==> src/lpdram_cfg.svh <==
// constants for the lpdram command execution block
`ifndef LPDRAM_CFG_SVH
`define LPDRAM_CFG_SVH
`define COL_W 11
`define BANK_W 3
`define ROW_W 14
`define ADDR_W 28
`define DATA_W 32
`define MASK_W 4
`define CMD_READ 4'h1
`define CMD_WRITE 4'h2
`define CMD_READ_AC 4'h3
`define CMD_WRITE_AC 4'h4
`define CMD_MRW 4'h6
`define CMD_MRR 4'h7
`define MR_NUM_LSB 0
`define MR_OP_LSB 8
`define MR_BL 8'h01
`define MR_RL 8'h02
`define MR_DS 8'h03
`define INIT_BL 3'h3
`define INIT_RL 4'h4
`define INIT_DS 4'h2
`define BEATS_PER_CMD 2
`define REFRESH_INTERVAL_NS 3900
`define REFRESH_INTERVAL_CYC ((`REFRESH_INTERVAL_NS * 250) / 1000)
`define ALLBANK_REFRESH_NS 210
`define ALLBANK_REFRESH_CYC (((`ALLBANK_REFRESH_NS * 250) + 999) / 1000)
`define REFRESH_SLOT_CYC (4 * `ALLBANK_REFRESH_CYC)
`define MAX_BURST 14'h2000
`define WR_WAIT_CYC 4
`define RD_WAIT_CYC 6
`endif

==> src/lpdram_pkg.sv <==
// types for the lpdram command execution block
package lpdram_pkg;
  typedef enum logic [2:0] {
    MEM_NOP,
    MEM_PRECHARGE,
    MEM_ACTIVE,
    MEM_WRITE,
    MEM_READ,
    MEM_REFRESH,
    MEM_MRW,
    MEM_MRR
  } mem_cmd_t;
  typedef logic [3:0] user_cmd_t;
endpackage

==> src/lpdram_cmd_exec.sv <==
// user command execution: row management, write and read data, mode registers
//
// Contract
// raise write request once data can be taken
// user waits on write request, not latency
// data sampled one or two cycles after request
// closed bank gets activate then write
// other row open: precharge, activate, write
// row hit sends only the write
// write autoclose issues write with auto precharge
// read valid marks returned read data
// reads use same open-row checking
// read autoclose issues read with auto precharge
// internal refresh burst each interval times count
// no other memory command during refresh burst
// precharge only before first burst refresh
// external port disables timer, acks each burst
// user may hold refresh request low
// bank field three bits, chip select none
// column low, bank next, row above
// mode registers reached via address bus only
// register number low byte, opcode next byte
// mode register write updates own configuration
// init values hold until later register write
// register read gives two-cycle valid, data first
// only defined four-bit codes, others discarded
// command taken when ready and valid both high
// mode commands ignore address above bit fifteen
`timescale 1ns/1ps
`include "lpdram_cfg.svh"
module lpdram_cmd_exec (
  input wire logic i_clock,
  input wire logic i_resetn,
  input wire logic i_cmd_valid,
  input wire lpdram_pkg::user_cmd_t i_cmd,
  input wire logic [`ADDR_W-1:0] i_addr,
  output logic o_cmd_ready,
  input wire logic i_payload_lag2,
  output logic o_write_request,
  input wire logic [`DATA_W-1:0] i_write_data,
  input wire logic [`MASK_W-1:0] i_write_mask,
  output logic [`DATA_W-1:0] o_read_data,
  output logic o_read_valid,
  input wire logic i_ext_refresh_enable,
  input wire logic i_ext_refresh_request,
  input wire logic [13:0] i_refresh_burst_count,
  output logic o_ext_refresh_ack,
  output lpdram_pkg::mem_cmd_t o_mem_cmd,
  output logic o_mem_auto_precharge,
  output logic [`BANK_W-1:0] o_mem_bank,
  output logic [`ROW_W-1:0] o_mem_row,
  output logic [`COL_W-1:0] o_mem_col,
  output logic [7:0] o_mem_mr_num,
  output logic [7:0] o_mem_mr_op,
  output logic [`DATA_W-1:0] o_mem_write_data,
  output logic [`MASK_W-1:0] o_mem_write_mask,
  output logic o_mem_write_strobe,
  input wire logic [`DATA_W-1:0] i_mem_read_data,
  input wire logic i_mem_read_strobe,
  output logic [2:0] o_burst_length_code,
  output logic [3:0] o_latency_code,
  output logic [3:0] o_drive_code
);
  import lpdram_pkg::*;

  typedef enum logic [3:0] {
    ST_IDLE, ST_PRE, ST_ACT, ST_ISSUE, ST_WDATA, ST_RWAIT, ST_MRR1, ST_MRR2, ST_REFRESH
  } state_t;

  function automatic logic is_defined(input user_cmd_t c);
    return c == `CMD_READ || c == `CMD_WRITE || c == `CMD_READ_AC ||
           c == `CMD_WRITE_AC || c == `CMD_MRW || c == `CMD_MRR;
  endfunction
  function automatic logic is_write(input user_cmd_t c);
    return c == `CMD_WRITE || c == `CMD_WRITE_AC;
  endfunction

  state_t state_r;
  state_t state_nxt;
  user_cmd_t cmd_r;
  logic [`ADDR_W-1:0] addr_r;
  logic [7:0] open_r;
  logic [`ROW_W-1:0] open_row_r [8];
  logic [3:0] wait_r;
  logic [2:0] req_pipe_r;
  logic [1:0] beat_r;
  logic [2:0] bl_r;
  logic [3:0] rl_r;
  logic [3:0] ds_r;
  logic [7:0] mr_data_r;
  logic [`DATA_W-1:0] rdata_r;
  logic rvalid_r;
  logic [`DATA_W-1:0] wdata_r;
  logic [`MASK_W-1:0] wmask_r;
  logic wstrobe_r;
  logic ref_busy;
  logic ref_pre;
  logic ref_refresh;

  ////////////////////////////////////////////////////////////////////////
  // address split and row status
  wire [`COL_W-1:0] col = addr_r[`COL_W-1:0];
  wire [`BANK_W-1:0] bank = addr_r[`COL_W+`BANK_W-1:`COL_W];
  wire [`ROW_W-1:0] row = addr_r[`ADDR_W-1:`COL_W+`BANK_W];
  wire bank_open = open_r[bank];
  wire row_hit = bank_open && (open_row_r[bank] == row);
  wire autoclose = (cmd_r == `CMD_WRITE_AC) || (cmd_r == `CMD_READ_AC);
  wire mode_cmd = (cmd_r == `CMD_MRW) || (cmd_r == `CMD_MRR);
  // ignored bits above 15 and opcode on reads
  wire [7:0] mr_num = addr_r[`MR_NUM_LSB+7:`MR_NUM_LSB];
  wire [7:0] mr_op = (cmd_r == `CMD_MRW) ? addr_r[`MR_OP_LSB+7:`MR_OP_LSB] : 8'h00;
  wire accept = o_cmd_ready && i_cmd_valid;
  wire lag_tap = i_payload_lag2 ? req_pipe_r[1] : req_pipe_r[0];

  assign o_cmd_ready = (state_r == ST_IDLE) && !ref_busy;

  ////////////////////////////////////////////////////////////////////////
  // sequencer
  always_comb begin
    state_nxt = state_r;
    unique case (state_r)
      ST_IDLE: begin
        if (ref_busy) begin
          state_nxt = ST_REFRESH;
        end else if (accept && is_defined(i_cmd)) begin
          state_nxt = ST_PRE;
        end
      end
      ST_PRE: begin
        if (mode_cmd) begin
          state_nxt = ST_ISSUE;
        end else if (row_hit) begin
          state_nxt = ST_ISSUE;
        end else if (bank_open) begin
          state_nxt = ST_ACT;
        end else begin
          state_nxt = ST_ACT;
        end
      end
      ST_ACT: state_nxt = ST_ISSUE;
      ST_ISSUE: begin
        if (cmd_r == `CMD_MRR) begin
          state_nxt = ST_RWAIT;
        end else if (is_write(cmd_r)) begin
          state_nxt = ST_WDATA;
        end else if (cmd_r == `CMD_MRW) begin
          state_nxt = ST_IDLE;
        end else begin
          state_nxt = ST_RWAIT;
        end
      end
      ST_WDATA: state_nxt = (wait_r == 4'h0) ? ST_IDLE : ST_WDATA;
      ST_RWAIT: begin
        if (cmd_r == `CMD_MRR && wait_r == 4'h0) begin
          state_nxt = ST_MRR1;
        end else if (cmd_r != `CMD_MRR && beat_r == 2'(`BEATS_PER_CMD)) begin
          state_nxt = ST_IDLE;
        end
      end
      ST_MRR1: state_nxt = ST_MRR2;
      ST_MRR2: state_nxt = ST_IDLE;
      ST_REFRESH: state_nxt = ref_busy ? ST_REFRESH : ST_IDLE;
    endcase
  end

  // precharge needed only when a different row sits open
  wire pre_needed = (state_r == ST_PRE) && !mode_cmd && bank_open && !row_hit;

  always_comb begin
    o_mem_cmd = MEM_NOP;
    if (ref_pre) begin
      o_mem_cmd = MEM_PRECHARGE;
    end else if (ref_refresh) begin
      o_mem_cmd = MEM_REFRESH;
    end else if (pre_needed) begin
      o_mem_cmd = MEM_PRECHARGE;
    end else if (state_r == ST_ACT) begin
      o_mem_cmd = MEM_ACTIVE;
    end else if (state_r == ST_ISSUE) begin
      unique case (cmd_r)
        `CMD_MRW: o_mem_cmd = MEM_MRW;
        `CMD_MRR: o_mem_cmd = MEM_MRR;
        `CMD_WRITE, `CMD_WRITE_AC: o_mem_cmd = MEM_WRITE;
        default: o_mem_cmd = MEM_READ;
      endcase
    end
  end
  assign o_mem_auto_precharge = (state_r == ST_ISSUE) && autoclose;
  assign o_mem_bank = bank;
  assign o_mem_row = row;
  assign o_mem_col = col;
  assign o_mem_mr_num = mr_num;
  assign o_mem_mr_op = mr_op;

  ////////////////////////////////////////////////////////////////////////
  // state, command capture and row table
  always_ff @(posedge i_clock or negedge i_resetn) begin
    if (!i_resetn) begin
      state_r <= ST_IDLE;
      cmd_r <= 4'h0;
      addr_r <= '0;
      open_r <= 8'h00;
    end else begin
      state_r <= state_nxt;
      if (accept && is_defined(i_cmd)) begin
        cmd_r <= i_cmd;
        addr_r <= i_addr;
      end
      if (ref_pre) begin
        open_r <= 8'h00;
      end else if (state_r == ST_ACT) begin
        open_r[bank] <= 1'b1;
      end else if (state_r == ST_ISSUE && autoclose) begin
        open_r[bank] <= 1'b0;
      end
    end
  end
  // row table needs no reset: guarded by open_r
  always_ff @(posedge i_clock) begin
    if (state_r == ST_ACT) begin
      open_row_r[bank] <= row;
    end
  end

  ////////////////////////////////////////////////////////////////////////
  // write payload: request pulses, sampled after the configured lag
  wire wreq_fire = (state_r == ST_ISSUE) && is_write(cmd_r);
  assign o_write_request = wreq_fire || (state_r == ST_WDATA && wait_r > 4'h2);
  always_ff @(posedge i_clock or negedge i_resetn) begin
    if (!i_resetn) begin
      wait_r <= 4'h0;
      req_pipe_r <= 3'h0;
      beat_r <= 2'h0;
      wdata_r <= '0;
      wmask_r <= '0;
      wstrobe_r <= 1'b0;
    end else begin
      req_pipe_r <= {req_pipe_r[1:0], o_write_request};
      if (state_r == ST_ISSUE) begin
        wait_r <= is_write(cmd_r) ? 4'(`WR_WAIT_CYC) : 4'(`RD_WAIT_CYC);
        beat_r <= 2'h0;
      end else if (wait_r != 4'h0) begin
        wait_r <= wait_r - 4'h1;
      end
      if (state_r == ST_RWAIT && i_mem_read_strobe) begin
        beat_r <= beat_r + 2'h1;
      end
      wstrobe_r <= lag_tap;
      if (lag_tap) begin
        wdata_r <= i_write_data;
        wmask_r <= i_write_mask;
      end
    end
  end
  assign o_mem_write_data = wdata_r;
  assign o_mem_write_mask = wmask_r;
  assign o_mem_write_strobe = wstrobe_r;

  ////////////////////////////////////////////////////////////////////////
  // read return and mode register shadow
  always_ff @(posedge i_clock or negedge i_resetn) begin
    if (!i_resetn) begin
      rdata_r <= '0;
      rvalid_r <= 1'b0;
      mr_data_r <= 8'h00;
      bl_r <= `INIT_BL;
      rl_r <= `INIT_RL;
      ds_r <= `INIT_DS;
    end else begin
      rvalid_r <= 1'b0;
      if (state_r == ST_RWAIT && cmd_r == `CMD_MRR && i_mem_read_strobe && beat_r == 2'h0) begin
        mr_data_r <= i_mem_read_data[7:0];
      end
      if (state_r == ST_RWAIT && cmd_r != `CMD_MRR && i_mem_read_strobe) begin
        rdata_r <= i_mem_read_data;
        rvalid_r <= 1'b1;
      end else if (state_nxt == ST_MRR1) begin
        rdata_r <= {24'h0, mr_data_r};
        rvalid_r <= 1'b1;
      end else if (state_r == ST_MRR1) begin
        rvalid_r <= 1'b1;
      end
      if (state_r == ST_ISSUE && cmd_r == `CMD_MRW) begin
        unique case (mr_num)
          `MR_BL: bl_r <= mr_op[2:0];
          `MR_RL: rl_r <= mr_op[3:0];
          `MR_DS: ds_r <= mr_op[3:0];
          default: ;
        endcase
      end
    end
  end
  assign o_read_data = rdata_r;
  assign o_read_valid = rvalid_r;
  assign o_burst_length_code = bl_r;
  assign o_latency_code = rl_r;
  assign o_drive_code = ds_r;

  ////////////////////////////////////////////////////////////////////////
  // refresh
  lpdram_refresh u_refresh (
    .i_clock(i_clock),
    .i_resetn(i_resetn),
    .i_ext_enable(i_ext_refresh_enable),
    .i_ext_request(i_ext_refresh_request),
    .i_burst_count(i_refresh_burst_count),
    .i_idle(state_r == ST_IDLE || state_r == ST_REFRESH),
    .o_busy(ref_busy),
    .o_precharge(ref_pre),
    .o_refresh(ref_refresh),
    .o_ack(o_ext_refresh_ack)
  );

  ////////////////////////////////////////////////////////////////////////
  // checks
  miss_precharge_a: assert property (@(posedge i_clock) disable iff (!i_resetn)
    pre_needed |=> o_mem_cmd == MEM_ACTIVE ##1 o_mem_cmd inside {MEM_WRITE, MEM_READ})
    else $error("row miss did not activate then access");
  hit_direct_a: assert property (@(posedge i_clock) disable iff (!i_resetn)
    (state_r == ST_PRE && !mode_cmd && row_hit) |=> o_mem_cmd inside {MEM_WRITE, MEM_READ})
    else $error("row hit not direct");
  autoclose_flag_a: assert property (@(posedge i_clock) disable iff (!i_resetn)
    (o_mem_cmd == MEM_WRITE && cmd_r == `CMD_WRITE_AC) |-> o_mem_auto_precharge)
    else $error("autoclose flag missing");
  refresh_quiet_a: assert property (@(posedge i_clock) disable iff (!i_resetn)
    (state_r == ST_REFRESH) |-> o_mem_cmd inside {MEM_NOP, MEM_PRECHARGE, MEM_REFRESH})
    else $error("command during refresh");
  accept_gate_a: assert property (@(posedge i_clock) disable iff (!i_resetn)
    (state_r == ST_IDLE && !(o_cmd_ready && i_cmd_valid) && !ref_busy) |=> state_r == ST_IDLE)
    else $error("command taken without handshake");
  mrr_pulse_a: assert property (@(posedge i_clock) disable iff (!i_resetn)
    (state_r == ST_MRR1) |-> (o_read_valid && o_read_data[31:8] == 24'h0) ##1 o_read_valid)
    else $error("mode read valid wrong");
  wlag_a: assert property (@(posedge i_clock) disable iff (!i_resetn)
    (o_write_request && !i_payload_lag2) |=> ##1 o_mem_write_strobe)
    else $error("write data lag wrong");
  mrw_cfg_a: assert property (@(posedge i_clock) disable iff (!i_resetn)
    (state_r == ST_ISSUE && cmd_r == `CMD_MRW && mr_num == `MR_DS) |=> o_drive_code == $past(mr_op[3:0]))
    else $error("drive code not updated");
endmodule

==> src/lpdram_refresh.sv <==
// refresh scheduler: interval timer, external request and burst sequencing
`timescale 1ns/1ps
`include "lpdram_cfg.svh"
module lpdram_refresh #(
  parameter int unsigned INTERVAL_CYC = `REFRESH_INTERVAL_CYC
) (
  input wire logic i_clock,
  input wire logic i_resetn,
  input wire logic i_ext_enable,
  input wire logic i_ext_request,
  input wire logic [13:0] i_burst_count,
  input wire logic i_idle,
  output logic o_busy,
  output logic o_precharge,
  output logic o_refresh,
  output logic o_ack
);
  logic [31:0] timer_r;
  logic [31:0] timer_nxt;
  logic [13:0] left_r;
  logic [15:0] slot_r;
  logic pend_r;
  logic busy_r;
  logic first_r;
  logic req_d_r;
  logic ack_r;
  wire [31:0] period = INTERVAL_CYC * {18'h0, i_burst_count};
  wire timer_hit = !i_ext_enable && (timer_r >= period - 32'h1);
  wire ext_rise = i_ext_enable && i_ext_request && !req_d_r;
  wire slot_end = busy_r && (slot_r == 16'h0);
  wire last = slot_end && (left_r == 14'h1);
  assign timer_nxt = (i_ext_enable || timer_hit) ? 32'h0 : timer_r + 32'h1;
  always_ff @(posedge i_clock or negedge i_resetn) begin
    if (!i_resetn) begin
      timer_r <= 32'h0;
      left_r <= 14'h0;
      slot_r <= 16'h0;
      pend_r <= 1'b0;
      busy_r <= 1'b0;
      first_r <= 1'b0;
      req_d_r <= 1'b0;
      ack_r <= 1'b0;
    end else begin
      timer_r <= timer_nxt;
      req_d_r <= i_ext_request;
      ack_r <= last && i_ext_enable;
      if (timer_hit || ext_rise) begin
        pend_r <= 1'b1;
      end else if (busy_r) begin
        pend_r <= 1'b0;
      end
      if (!busy_r && pend_r && i_idle) begin
        busy_r <= 1'b1;
        first_r <= 1'b1;
        left_r <= (i_burst_count > `MAX_BURST) ? `MAX_BURST : i_burst_count;
        slot_r <= 16'(`REFRESH_SLOT_CYC);
      end else if (busy_r) begin
        first_r <= 1'b0;
        if (slot_end) begin
          left_r <= left_r - 14'h1;
          slot_r <= 16'(`REFRESH_SLOT_CYC);
          busy_r <= !last;
        end else begin
          slot_r <= slot_r - 16'h1;
        end
      end
    end
  end
  // precharge only in front of the first refresh of a burst
  assign o_precharge = first_r;
  assign o_refresh = busy_r && (slot_r == 16'(`REFRESH_SLOT_CYC - 1));
  assign o_busy = busy_r || (pend_r && i_idle);
  assign o_ack = ack_r;

  first_once_a: assert property (@(posedge i_clock) disable iff (!i_resetn)
    o_precharge |=> !o_precharge) else $error("precharge repeated in burst");
  ext_no_timer_a: assert property (@(posedge i_clock) disable iff (!i_resetn)
    i_ext_enable |=> timer_r == 32'h0) else $error("timer ran in external mode");
endmodule
==> config.mk <==
export PLATFORM = sky130hd
export DESIGN_NAME = lpdram_cmd_exec
export DESIGN_NICKNAME = d
export VERILOG_FILES = /design/src/lpdram_pkg.sv /design/src/lpdram_cmd_exec.sv /design/src/lpdram_refresh.sv
export VERILOG_INCLUDE_DIRS = /design/src
export SDC_FILE = /design/constraint.sdc
export NUM_CORES = 1
export LEC_CHECK = 0
export BUFFER_PORTS_ARGS = -buffer_cell sky130_fd_sc_hd__buf_4
export CORE_MARGIN = 8
export CORE_UTILIZATION = 25
export DETAILED_ROUTE_END_ITERATION = 10
export PLACE_DENSITY = 0.52
export SYNTH_ARGS = -nofsm -noshare
export SYNTH_HDL_FRONTEND = slang
export SYNTH_SLANG_ARGS = --single-unit
export TNS_END_PERCENT = 30
==> constraint.sdc <==
create_clock -name i_clock -period 4 [get_ports i_clock]
set_clock_uncertainty 0.1 [all_clocks]
set_input_delay 0.8 -clock i_clock [delete_from_list [all_inputs] [get_ports i_clock]]
set_output_delay 0.8 -clock i_clock [all_outputs]
set_load 0.01 [all_outputs]
Word-level counts from Yosys, hierarchy flattened --
Memories as Yosys holds them, arrays and structs flattened. Cells that the tools add are included.
Storage, ports and cells: register bits after elaboration 208, memory bits (writable) 112, input port bits 121, output and inout port bits 132, word-level logic and storage cells 188, memories 1
Operators by class: add/subtract/negate cells 6, multipliers 1, order comparisons 5, equality and inequality tests 28, multiplexer cells 53, bitwise operators 3, reductions and logical operators 67
Memory list:
- open_row_r | depth 8, bits a word 14, read ports 1, clocked after memory_dff 0, wr ports 1, line lpdram_cmd_exec.sv:83 | logic [`ROW_W-1:0] open_row_r [8];
Operators by type and width (count):
- $mux 32 | 3
- $mux 14 | 4
- $mux 16 | 3
- $eq 4x3->1 const B | 11
- $pmux 4 s9 | 1
- $add 32x1->32 const B | 1
- $ge 32x32->1 | 1
- $mux 8 | 4
- $logic_and 1x1->1 | 30
- $mux 4 | 7
- $mux 3 | 9
- $sub 24x1->25 const B | 1
- $eq 4x2->1 const B | 6
- $mul 10x14->24 const A | 1
- $eq 16x8->1 const B | 1
- $eq 8x2->1 const B | 2
- $logic_not 16->1 | 1
- $mux 1 | 16
- $sub 16x1->16 const B | 1
- $eq 14x1->1 const B | 1
- $eq 14x14->1 | 1
- $gt 14x14->1 const B | 1
- $sub 14x1->14 const B | 1
- $logic_or 1x1->1 | 13
- other kinds (25) | 43

Logic depth before layout (Yosys ltp) --
Gate-level depths: netlist (run 1).
depth in word-level cells 14, depth in mapped cells 28, depth with buffers taken out 27

Hierarchy --
A second synthesis (run 1) with hierarchy kept.
Unflattened totals: cells, all modules 1554, area total of the unflattened synthesis 18062.3 um2
By module, submodules not included:
- lpdram_cmd_exec | instances 1, cells an instance 734, area an instance 10447.5 um2, seq. area each 6896.6 um2
- lpdram_refresh | instances 1, cells an instance 820, area an instance 7614.8 um2, seq. area each 1676.6 um2

Worst setup path before layout (run 1) --
No wires, ideal clock.
path type input to register, from input i_refresh_burst_count[8], to register u_refresh.timer_r[10], setup time 0.138 ns, data arrival time 6.703 ns, required time 3.762 ns, setup slack -2.941 ns, cell stages on the path 26, path buffers 1, cell sequence inv_1 ha_1 fa_1 fa_1 fa_1 inv_1 fa_1 inv_1 ha_1 a21o_1 a21o_1 a21o_1 a21oi_1 a211oi_1 o31a_1 o2111a_1 a311oi_1 ha_1 nand3_1 nor4_1 o2111ai_1 o211ai_1 nor2_1 o21ai_2 buf_2 a211oi_1
Between the ends: cells in the longest elaborated chain, start to end 6
RTL lines:
- start: declaration | line lpdram_cmd_exec.sv:46 | input wire logic [13:0] i_refresh_burst_count,
- $mul 10x14->24 | line lpdram_refresh.sv:27 | wire [31:0] period = INTERVAL_CYC * {18'h0, i_burst_count};
- $sub 24x1->25 | line lpdram_refresh.sv:28 | wire timer_hit = !i_ext_enable && (timer_r >= period - 32'h1);
- $ge 32x32->1 | line lpdram_refresh.sv:28
- $logic_and 1x1->1 | line lpdram_refresh.sv:28
- $logic_or 1x1->1 | line lpdram_refresh.sv:32 | assign timer_nxt = (i_ext_enable || timer_hit) ? 32'h0 : timer_r + 32'h1;
- $mux 32 | line lpdram_refresh.sv:32
- via u_refresh.timer_nxt[10] | line lpdram_refresh.sv:19 | logic [31:0] timer_nxt;
- end signal: assignment | line lpdram_refresh.sv:44 | timer_r <= timer_nxt;
- end: declaration | line lpdram_refresh.sv:18 | logic [31:0] timer_r;
The timed path passes the listed nets, and every way through them passes these cells. A chain may end at the register's enable or synchronous reset.

Worst setup path after layout (run 1) --
from input i_refresh_burst_count[4], to register u_refresh.timer_r[14]
Same word-level chain as after synthesis.

==> impl_metrics.ini, run 1 <==
[job]
max_cap_violations = 0

[place]
routabilityCongestion = 0.814
number_of_buffer_cells_added_on_primary_ports = 252
detailed_place_hpwl_um = 38700
dp_slack_ps = -3220

[sta]
rsz_0062_raised_after_global_routing = yes
period_share_pct = 163
finalHoldViolations = 0
fmax_mhz = 153
finalMaxSlewViolations = 0
timing.setup.tns_ps = -83460
worst_slew_margin_rel_pct = 28.9
finalWorstPathRequiredPeriod_ps = 6530
final_critical_path_setup_slack_ps = -2530
finalSetupViolations = 35
tightestPinTransition_ps = 1060

[clock_tree]
hold_buffers = 0
cts.sink_count = 320
clk_pin_slew_ps = 50
clock_insertion_delay_worst_skew_ps = 580
clock_tree_from_tritoncts = done
cts-root-buf = sky130_fd_sc_hd__clkbuf_16
max-clock-path-buffers = 3
cts_made_buffers = 40
cts_max_level = 2

[global_routing]
grt-ovfl-total = 0
grt_start_max_net_pins = 88
vias_in_the_first_global_route = 14300
grt_first_pass_wirelength_um = 81600
total_routing_resource_utilization_after_global_routing_pct = 12.4
antenna_found_initial = 1

[status]
violated_checks = setup timing
run_status = complete, but fails checks

[route]
drt-vias-per-instance = 4.49
antenna_violating_nets_post_route = 0
drc = 0
drt-pass1-iter-count = 5
drt-total-wl_um = 51400
dr_total_vias = 13300
avgRoutedWirePerCell_um = 17.4
detail_route.iter0.violations = 838

[synthesis]
top_cell_type_s_share_of_synthesized_area_pct = 28.0
post_synth_num_cell_types = 80
synth-edff-count = 112
number_of_synthesized_register_bits = 320
synth_area_per_cell_um2 = 11.7
synth_common_cells = sky130_fd_sc_hd__dfrtp_1 (204), sky130_fd_sc_hd__inv_1 (179), sky130_fd_sc_hd__ha_1 (115)
synth_warnings = 0
synth.most_common_cell = sky130_fd_sc_hd__dfrtp_1
synthesis.instances = 1554
synth_seq_area_share_pct = 47.1
synth_area_leaders = sky130_fd_sc_hd__dfrtp_1 (28%), sky130_fd_sc_hd__edfxtp_1 (18%), sky130_fd_sc_hd__fa_1 (7.9%)
postSynthNetCount = 1862
synthesis.area_um2 = 18200
synth_flop_cell = sky130_fd_sc_hd__dfrtp_1
yosys.area.top_type = sky130_fd_sc_hd__dfrtp_1
synthArstFlopShare_pct = 65.0

[power]
p_leak_nw = 11.2
total_power_w = 0.0165
p_per_area_nw_per_um2 = 675
worst_ir_drop_on_vdd_mv = 0.474

[setup_path]
critical_path.startpoint_type = input port
crit_slowest_cell = sky130_fd_sc_hd__or4b_4
crit_path_max_incr_delay_ps = 560
required_worst_endpoint_ps = 4340
cell_family_with_the_largest_share_of_critical_path_delay = adder cells
critical_path.n_buffers_inverters = 7
crit_type = in2reg
critical_path.most_common_cell = sky130_fd_sc_hd__fa_1
worstPathArrival_ps = 6870
end_kind = register
crit_fanout = 6

[final_layout]
nNetsFinal = 2277
flow.area_growth_from_synthesis_pct = 34.2
utilization_pct = 33.7
antenna_cells = 0
final_layout_size_suffix_gt1_share_pct = 34.9

[floorplan]
floorplan.rows = 99
die_height_um = 286
floorplan.die.width_um = 286
core_area_um2 = 72600
pin_count = 253
fp.dieArea_um2 = 81700
start_util_pct = 25.1

[min_path]
class_of_the_tightest_hold_or_removal_check = in2async
## worst paths after layout
kind                                          start                    end  slack [ps]  cells after the start
max in group asynchronous                  i_resetn        o_read_data[17]        2830                      2
hold / removal                             i_resetn        o_read_data[30]          80                      1
hold reg to reg                       req_pipe_r[0]          req_pipe_r[1]         320                      0
setup / recovery           i_refresh_burst_count[4]  u_refresh.timer_r[14]       -2530                     28
setup reg to reg                         state_r[0]        o_read_data[17]         620                     10
min in group i_clock          i_ext_refresh_request      u_refresh.req_d_r         280                      1
## metrics by stage
| stage | hold WS [ps] | cell area (um2) | instances |
|---|---|---|---|
| after floorplan | 253 | 18600 | 1554 |
| after global placement | 317 | 22700 | 2872 |
| after detailed placement | 314 | 22700 | 2872 |
| after CTS | 92.2 | 24300 | 2954 |
| after global routing | 93.6 | 24400 | 2960 |
| final | 80.5 | 24400 | 2960 |
## cell type report
cell class                      instances  area (um2)
Clock inverter                         22         345
Timing Repair Buffer                  434        3380
Fill cell                            7300       48100
Inverter                              182         709
Clock buffer                           52        1080
Multi-Input combinational cell        991        9150
Tap cell                              959        1200
Sequential cell                       320        8580
## per-layer routing
metal	part of all wire, %	GRT usage, %	vias to the layer above
li1	-	-	6302
met1	43	15.7	6628
met2	51	21.8	286
met3	4.3	2.05	74
met4	2.1	3.13	0
met5	0	0	-
## kinds of logic after synthesis
| family | Yosys count | synth area share [%] |
|---|---|---|
| xor+xnor | 85 | 4.13 |
| flops | 320 | 47.1 |
| buf+inv | 244 | 5.57 |
| simple gates | 317 | 8.80 |
| mux | 131 | 8.75 |
| compound gates | 270 | 9.86 |
| fa+ha+maj | 187 | 15.8 |
## worst register-to-register path: stages, from the launching register on
cell	delay, ps
sky130_fd_sc_hd__dfrtp_1	560
sky130_fd_sc_hd__nor4_1	750
sky130_fd_sc_hd__and4b_1	430
sky130_fd_sc_hd__o21ai_4	110
sky130_fd_sc_hd__o211ai_1	90
sky130_fd_sc_hd__a21oi_1	120
sky130_fd_sc_hd__nand4_1	110
sky130_fd_sc_hd__buf_4	230
sky130_fd_sc_hd__a21boi_4	210
sky130_fd_sc_hd__buf_4	340
sky130_fd_sc_hd__a22o_1	230
## flip-flops by register name, indices dropped and copies added (netlist names), 4 cells and up
name               count
u_refresh.slot_r      16
o_mem_write_data      32
o_mem_write_mask       4
mr_data_r              8
open_r                 8
o_drive_code           4
o_read_data           32
wait_r                 4
open_row_r           112
u_refresh.timer_r     32
state_r                4
u_refresh.left_r      14
o_latency_code         4
addr_r                28
cmd_r                  4
## cell usage in the layout, fill, tap and decap left out, types with 7 or more instances in the layout
| cell type | Yosys | layout |
|---|---|---|
| sky130_fd_sc_hd__mux4_2 | 13 | 13 |
| sky130_fd_sc_hd__buf_6 | 2 | 11 |
| sky130_fd_sc_hd__a211oi_2 | 1 | 32 |
| sky130_fd_sc_hd__nand3_1 | 37 | 35 |
| sky130_fd_sc_hd__ha_1 | 115 | 97 |
| sky130_fd_sc_hd__inv_2 | 2 | 10 |
| sky130_fd_sc_hd__mux2_2 | 82 | 82 |
| sky130_fd_sc_hd__buf_4 | 14 | 415 |
| sky130_fd_sc_hd__dfrtp_1 | 204 | 202 |
| sky130_fd_sc_hd__nand2b_1 | 9 | 9 |
| sky130_fd_sc_hd__and2_1 | 11 | 11 |
| sky130_fd_sc_hd__clkbuf_1 | 31 | 9 |
| sky130_fd_sc_hd__o21ai_0 | 64 | 61 |
| sky130_fd_sc_hd__inv_1 | 179 | 164 |
| sky130_fd_sc_hd__nor4_1 | 17 | 14 |
| sky130_fd_sc_hd__clkbuf_16 | 0 | 40 |
| sky130_fd_sc_hd__nand2_1 | 97 | 97 |
| sky130_fd_sc_hd__or3_1 | 7 | 7 |
| sky130_fd_sc_hd__nor2_1 | 54 | 52 |
| sky130_fd_sc_hd__o22ai_1 | 9 | 9 |
| sky130_fd_sc_hd__edfxtp_1 | 112 | 112 |
| sky130_fd_sc_hd__nor3_1 | 15 | 15 |
| sky130_fd_sc_hd__ha_4 | 0 | 15 |
| sky130_fd_sc_hd__a21oi_1 | 59 | 56 |
| sky130_fd_sc_hd__xnor2_1 | 41 | 39 |
| sky130_fd_sc_hd__and3_1 | 13 | 13 |
| sky130_fd_sc_hd__xor2_1 | 43 | 43 |
| sky130_fd_sc_hd__mux2i_1 | 35 | 33 |
| sky130_fd_sc_hd__a22o_1 | 25 | 25 |
| sky130_fd_sc_hd__nand4_1 | 21 | 21 |
| sky130_fd_sc_hd__bufinv_16 | 0 | 7 |
| sky130_fd_sc_hd__clkinvlp_4 | 0 | 9 |
| sky130_fd_sc_hd__fa_1 | 72 | 72 |
| sky130_fd_sc_hd__a21o_1 | 19 | 19 |
## what timing repair did
action / in CTS / in global routing
gates cloned: 1 / 0
setup endpoints to repair: 35 / 35
gates resized for setup: 29 / 14
pin swaps: 4 / 7
setup buffers: 7 / 7
## report_power, final
| group | switching (W) | internal [W] | leakage, nW | total, W |
|---|---|---|---|---|
| clock | 0.00146 | 0.00238 | 0.682 | 0.00384 |
| combinational | 0.00413 | 0.00417 | 6.79 | 0.00829 |
| sequential | 0.000443 | 0.00393 | 3.77 | 0.00437 |
| total | 0.00604 | 0.0105 | 11.2 | 0.0165 |
(Power assumes the default switching activity.)
==> inputs of run 2 (changes only) <==
--- a/config.mk
+++ b/config.mk
@@ -8,9 +8,9 @@
 export LEC_CHECK = 0
 export BUFFER_PORTS_ARGS = -buffer_cell sky130_fd_sc_hd__buf_4
 export CORE_MARGIN = 8
-export CORE_UTILIZATION = 25
+export CORE_UTILIZATION = 45
 export DETAILED_ROUTE_END_ITERATION = 10
-export PLACE_DENSITY = 0.52
+export PLACE_DENSITY = 0.62
 export SYNTH_ARGS = -nofsm -noshare
 export SYNTH_HDL_FRONTEND = slang
 export SYNTH_SLANG_ARGS = --single-unit
==> run 2 against run 1 <==
  * The flow still finishes with violations (setup timing)
  * Routed wire length fell by 9.9%
  * Total power fell by 3.1%
  * Global-route usage rose by 7.0 points
  * Cell count fell by 15%
  * Non-clock buffer count fell by 2
  * Critical path depth rose by 1
  * Flip-flop and latch count did not move
  * Clock power fell by 16%
  * Critical path type unchanged
  * Critical endpoint is now u_refresh.timer_r[30]
  * Largest cell class unchanged
==> impl_metrics.ini, run 2 (synthesis results as in run 1) <==
[clock_tree]
cts_made_buffers = 37
clk_pin_slew_ps = 60
cts.sink_count = 320
hold_buffers = 0
cts_max_level = 2
max-clock-path-buffers = 3
clock_tree_from_tritoncts = done
clock_insertion_delay_worst_skew_ps = 550
cts-root-buf = sky130_fd_sc_hd__clkbuf_16

[route]
drt-pass1-iter-count = 5
detail_route.iter0.violations = 840
dr_total_vias = 13200
drt-vias-per-instance = 5.25
antenna_violating_nets_post_route = 0
drc = 0
avgRoutedWirePerCell_um = 18.4
drt-total-wl_um = 46300

[setup_path]
end_kind = register
crit_type = in2reg
timing.reg2reg.setup_slack_ps = 970
crit_fanout = 6
crit_slowest_cell = sky130_fd_sc_hd__or4b_4
critical_path.n_buffers_inverters = 8
critical_path.startpoint_type = input port
worstPathArrival_ps = 6910
cell_family_with_the_largest_share_of_critical_path_delay = adder cells
crit_path_max_incr_delay_ps = 540
critical_path.most_common_cell = sky130_fd_sc_hd__fa_1
required_worst_endpoint_ps = 4350

[job]
max_cap_violations = 0

[floorplan]
floorplan.die.width_um = 217
fp.dieArea_um2 = 47200
start_util_pct = 45.7
floorplan.rows = 73
die_height_um = 217
core_area_um2 = 39800
pin_count = 253

[status]
violated_checks = setup timing
run_status = complete, but fails checks

[sta]
finalSetupViolations = 35
tightestPinTransition_ps = 1190
worst_slew_margin_rel_pct = 20.7
fmax_mhz = 152
finalHoldViolations = 0
final_critical_path_setup_slack_ps = -2570
rsz_0062_raised_after_global_routing = yes
finalMaxSlewViolations = 0
finalWorstPathRequiredPeriod_ps = 6570
period_share_pct = 164

[global_routing]
antenna_found_initial = 0
grt_start_max_net_pins = 74
vias_in_the_first_global_route = 13800
total_routing_resource_utilization_after_global_routing_pct = 19.4
grt_first_pass_wirelength_um = 74600
grt-ovfl-total = 0

[final_layout]
most-common-layout-cells = sky130_fd_sc_hd__buf_4 (415), sky130_fd_sc_hd__dfrtp_1 (203), sky130_fd_sc_hd__inv_1 (164)
final_layout_size_suffix_gt1_share_pct = 34.4
layout.cells.most_common = sky130_fd_sc_hd__buf_4
nNetsFinal = 2271
regMostFlops = open_row_r
antenna_cells = 0
utilization_pct = 59.3
multiInputGateArea_um2 = 9120
fill_cells = 3312
regArea_um2 = 8580
flow.area_growth_from_synthesis_pct = 29.8
largest_register_ffs = 112

[place]
detailed_place_hpwl_um = 34300
routabilityCongestion = 0.880
dp_slack_ps = -3160
number_of_buffer_cells_added_on_primary_ports = 252

[min_path]
class_of_the_tightest_hold_or_removal_check = in2async

[power]
p_per_area_nw_per_um2 = 677
worst_ir_drop_on_vdd_mv = 0.561
p_leak_nw = 11.1
-- run 2: changes by cell type in the layout (fill, tap and decap cells not counted), sizes merged --
cell      change
bufinv        -6
clkbuf        +4
clkinv        -4
buf           -2
clkinvlp      -2
inv           +2
o21ai         -1
-- run 2: per-stage QoR --
stage                     instance area, um2  power, W  hold WS, ps  setup TNS [ps]  std cells
after floorplan                        18600   0.00929          253          -83370       1554
after global placement                 22100    0.0122          309          -97810       2423
after detailed placement               22100    0.0123          316         -101710       2423
after CTS                              23600    0.0161          111          -78440       2512
after global routing                   23600    0.0173          147          -89780       2517
final                                  23600    0.0160          110          -83210       2517
-- run 2: path summary, 6_finish.rpt --
path                       depth (start not counted)                    end                startpoint
setup / recovery                                  29  u_refresh.timer_r[30]  i_refresh_burst_count[4]
hold / removal                                     1             addr_r[26]                  i_resetn
setup reg to reg                                   8   u_refresh.left_r[12]      u_refresh.slot_r[10]
hold reg to reg                                    0          req_pipe_r[1]             req_pipe_r[0]
max in group asynchronous                          2    u_refresh.left_r[6]                  i_resetn
min in group i_clock                               1      u_refresh.req_d_r     i_ext_refresh_request
-- run 2: repair_timing --
action | in CTS | in global routing
buffers inserted | 19 | 5
pin swaps | 20 | 12
gates resized for setup | 31 | 10
endpoints found under the setup margin | 35 | 35
gates cloned | 2 | 0
-- run 2: routing by layer --
| metal | up-vias | global-route usage [%] | share of wire, % |
|---|---|---|---|
| met5 | - | 0 | 0 |
| met4 | 0 | 3.99 | 1.3 |
| met3 | 44 | 3.18 | 4.9 |
| met2 | 290 | 33.4 | 50 |
| met1 | 6590 | 25.6 | 44 |
| li1 | 6281 | - | - |
-- run 2: layout make-up --
cell class              count  share of cell area (%)
clock buffers              56                    4.39
flip-flops and latches    320                    36.3
inverters                 182                    3.00
multi-input cells         990                    38.6
repair buffers            432                    14.5
well taps                 525                    2.78
clock inverters            12                   0.461
-- run 2: where the power goes --
group,switching [W],internal (W)
clock,0.00134,0.00187
sequential,0.000445,0.00393
combinational,0.00416,0.00425
total,0.00594,0.0101
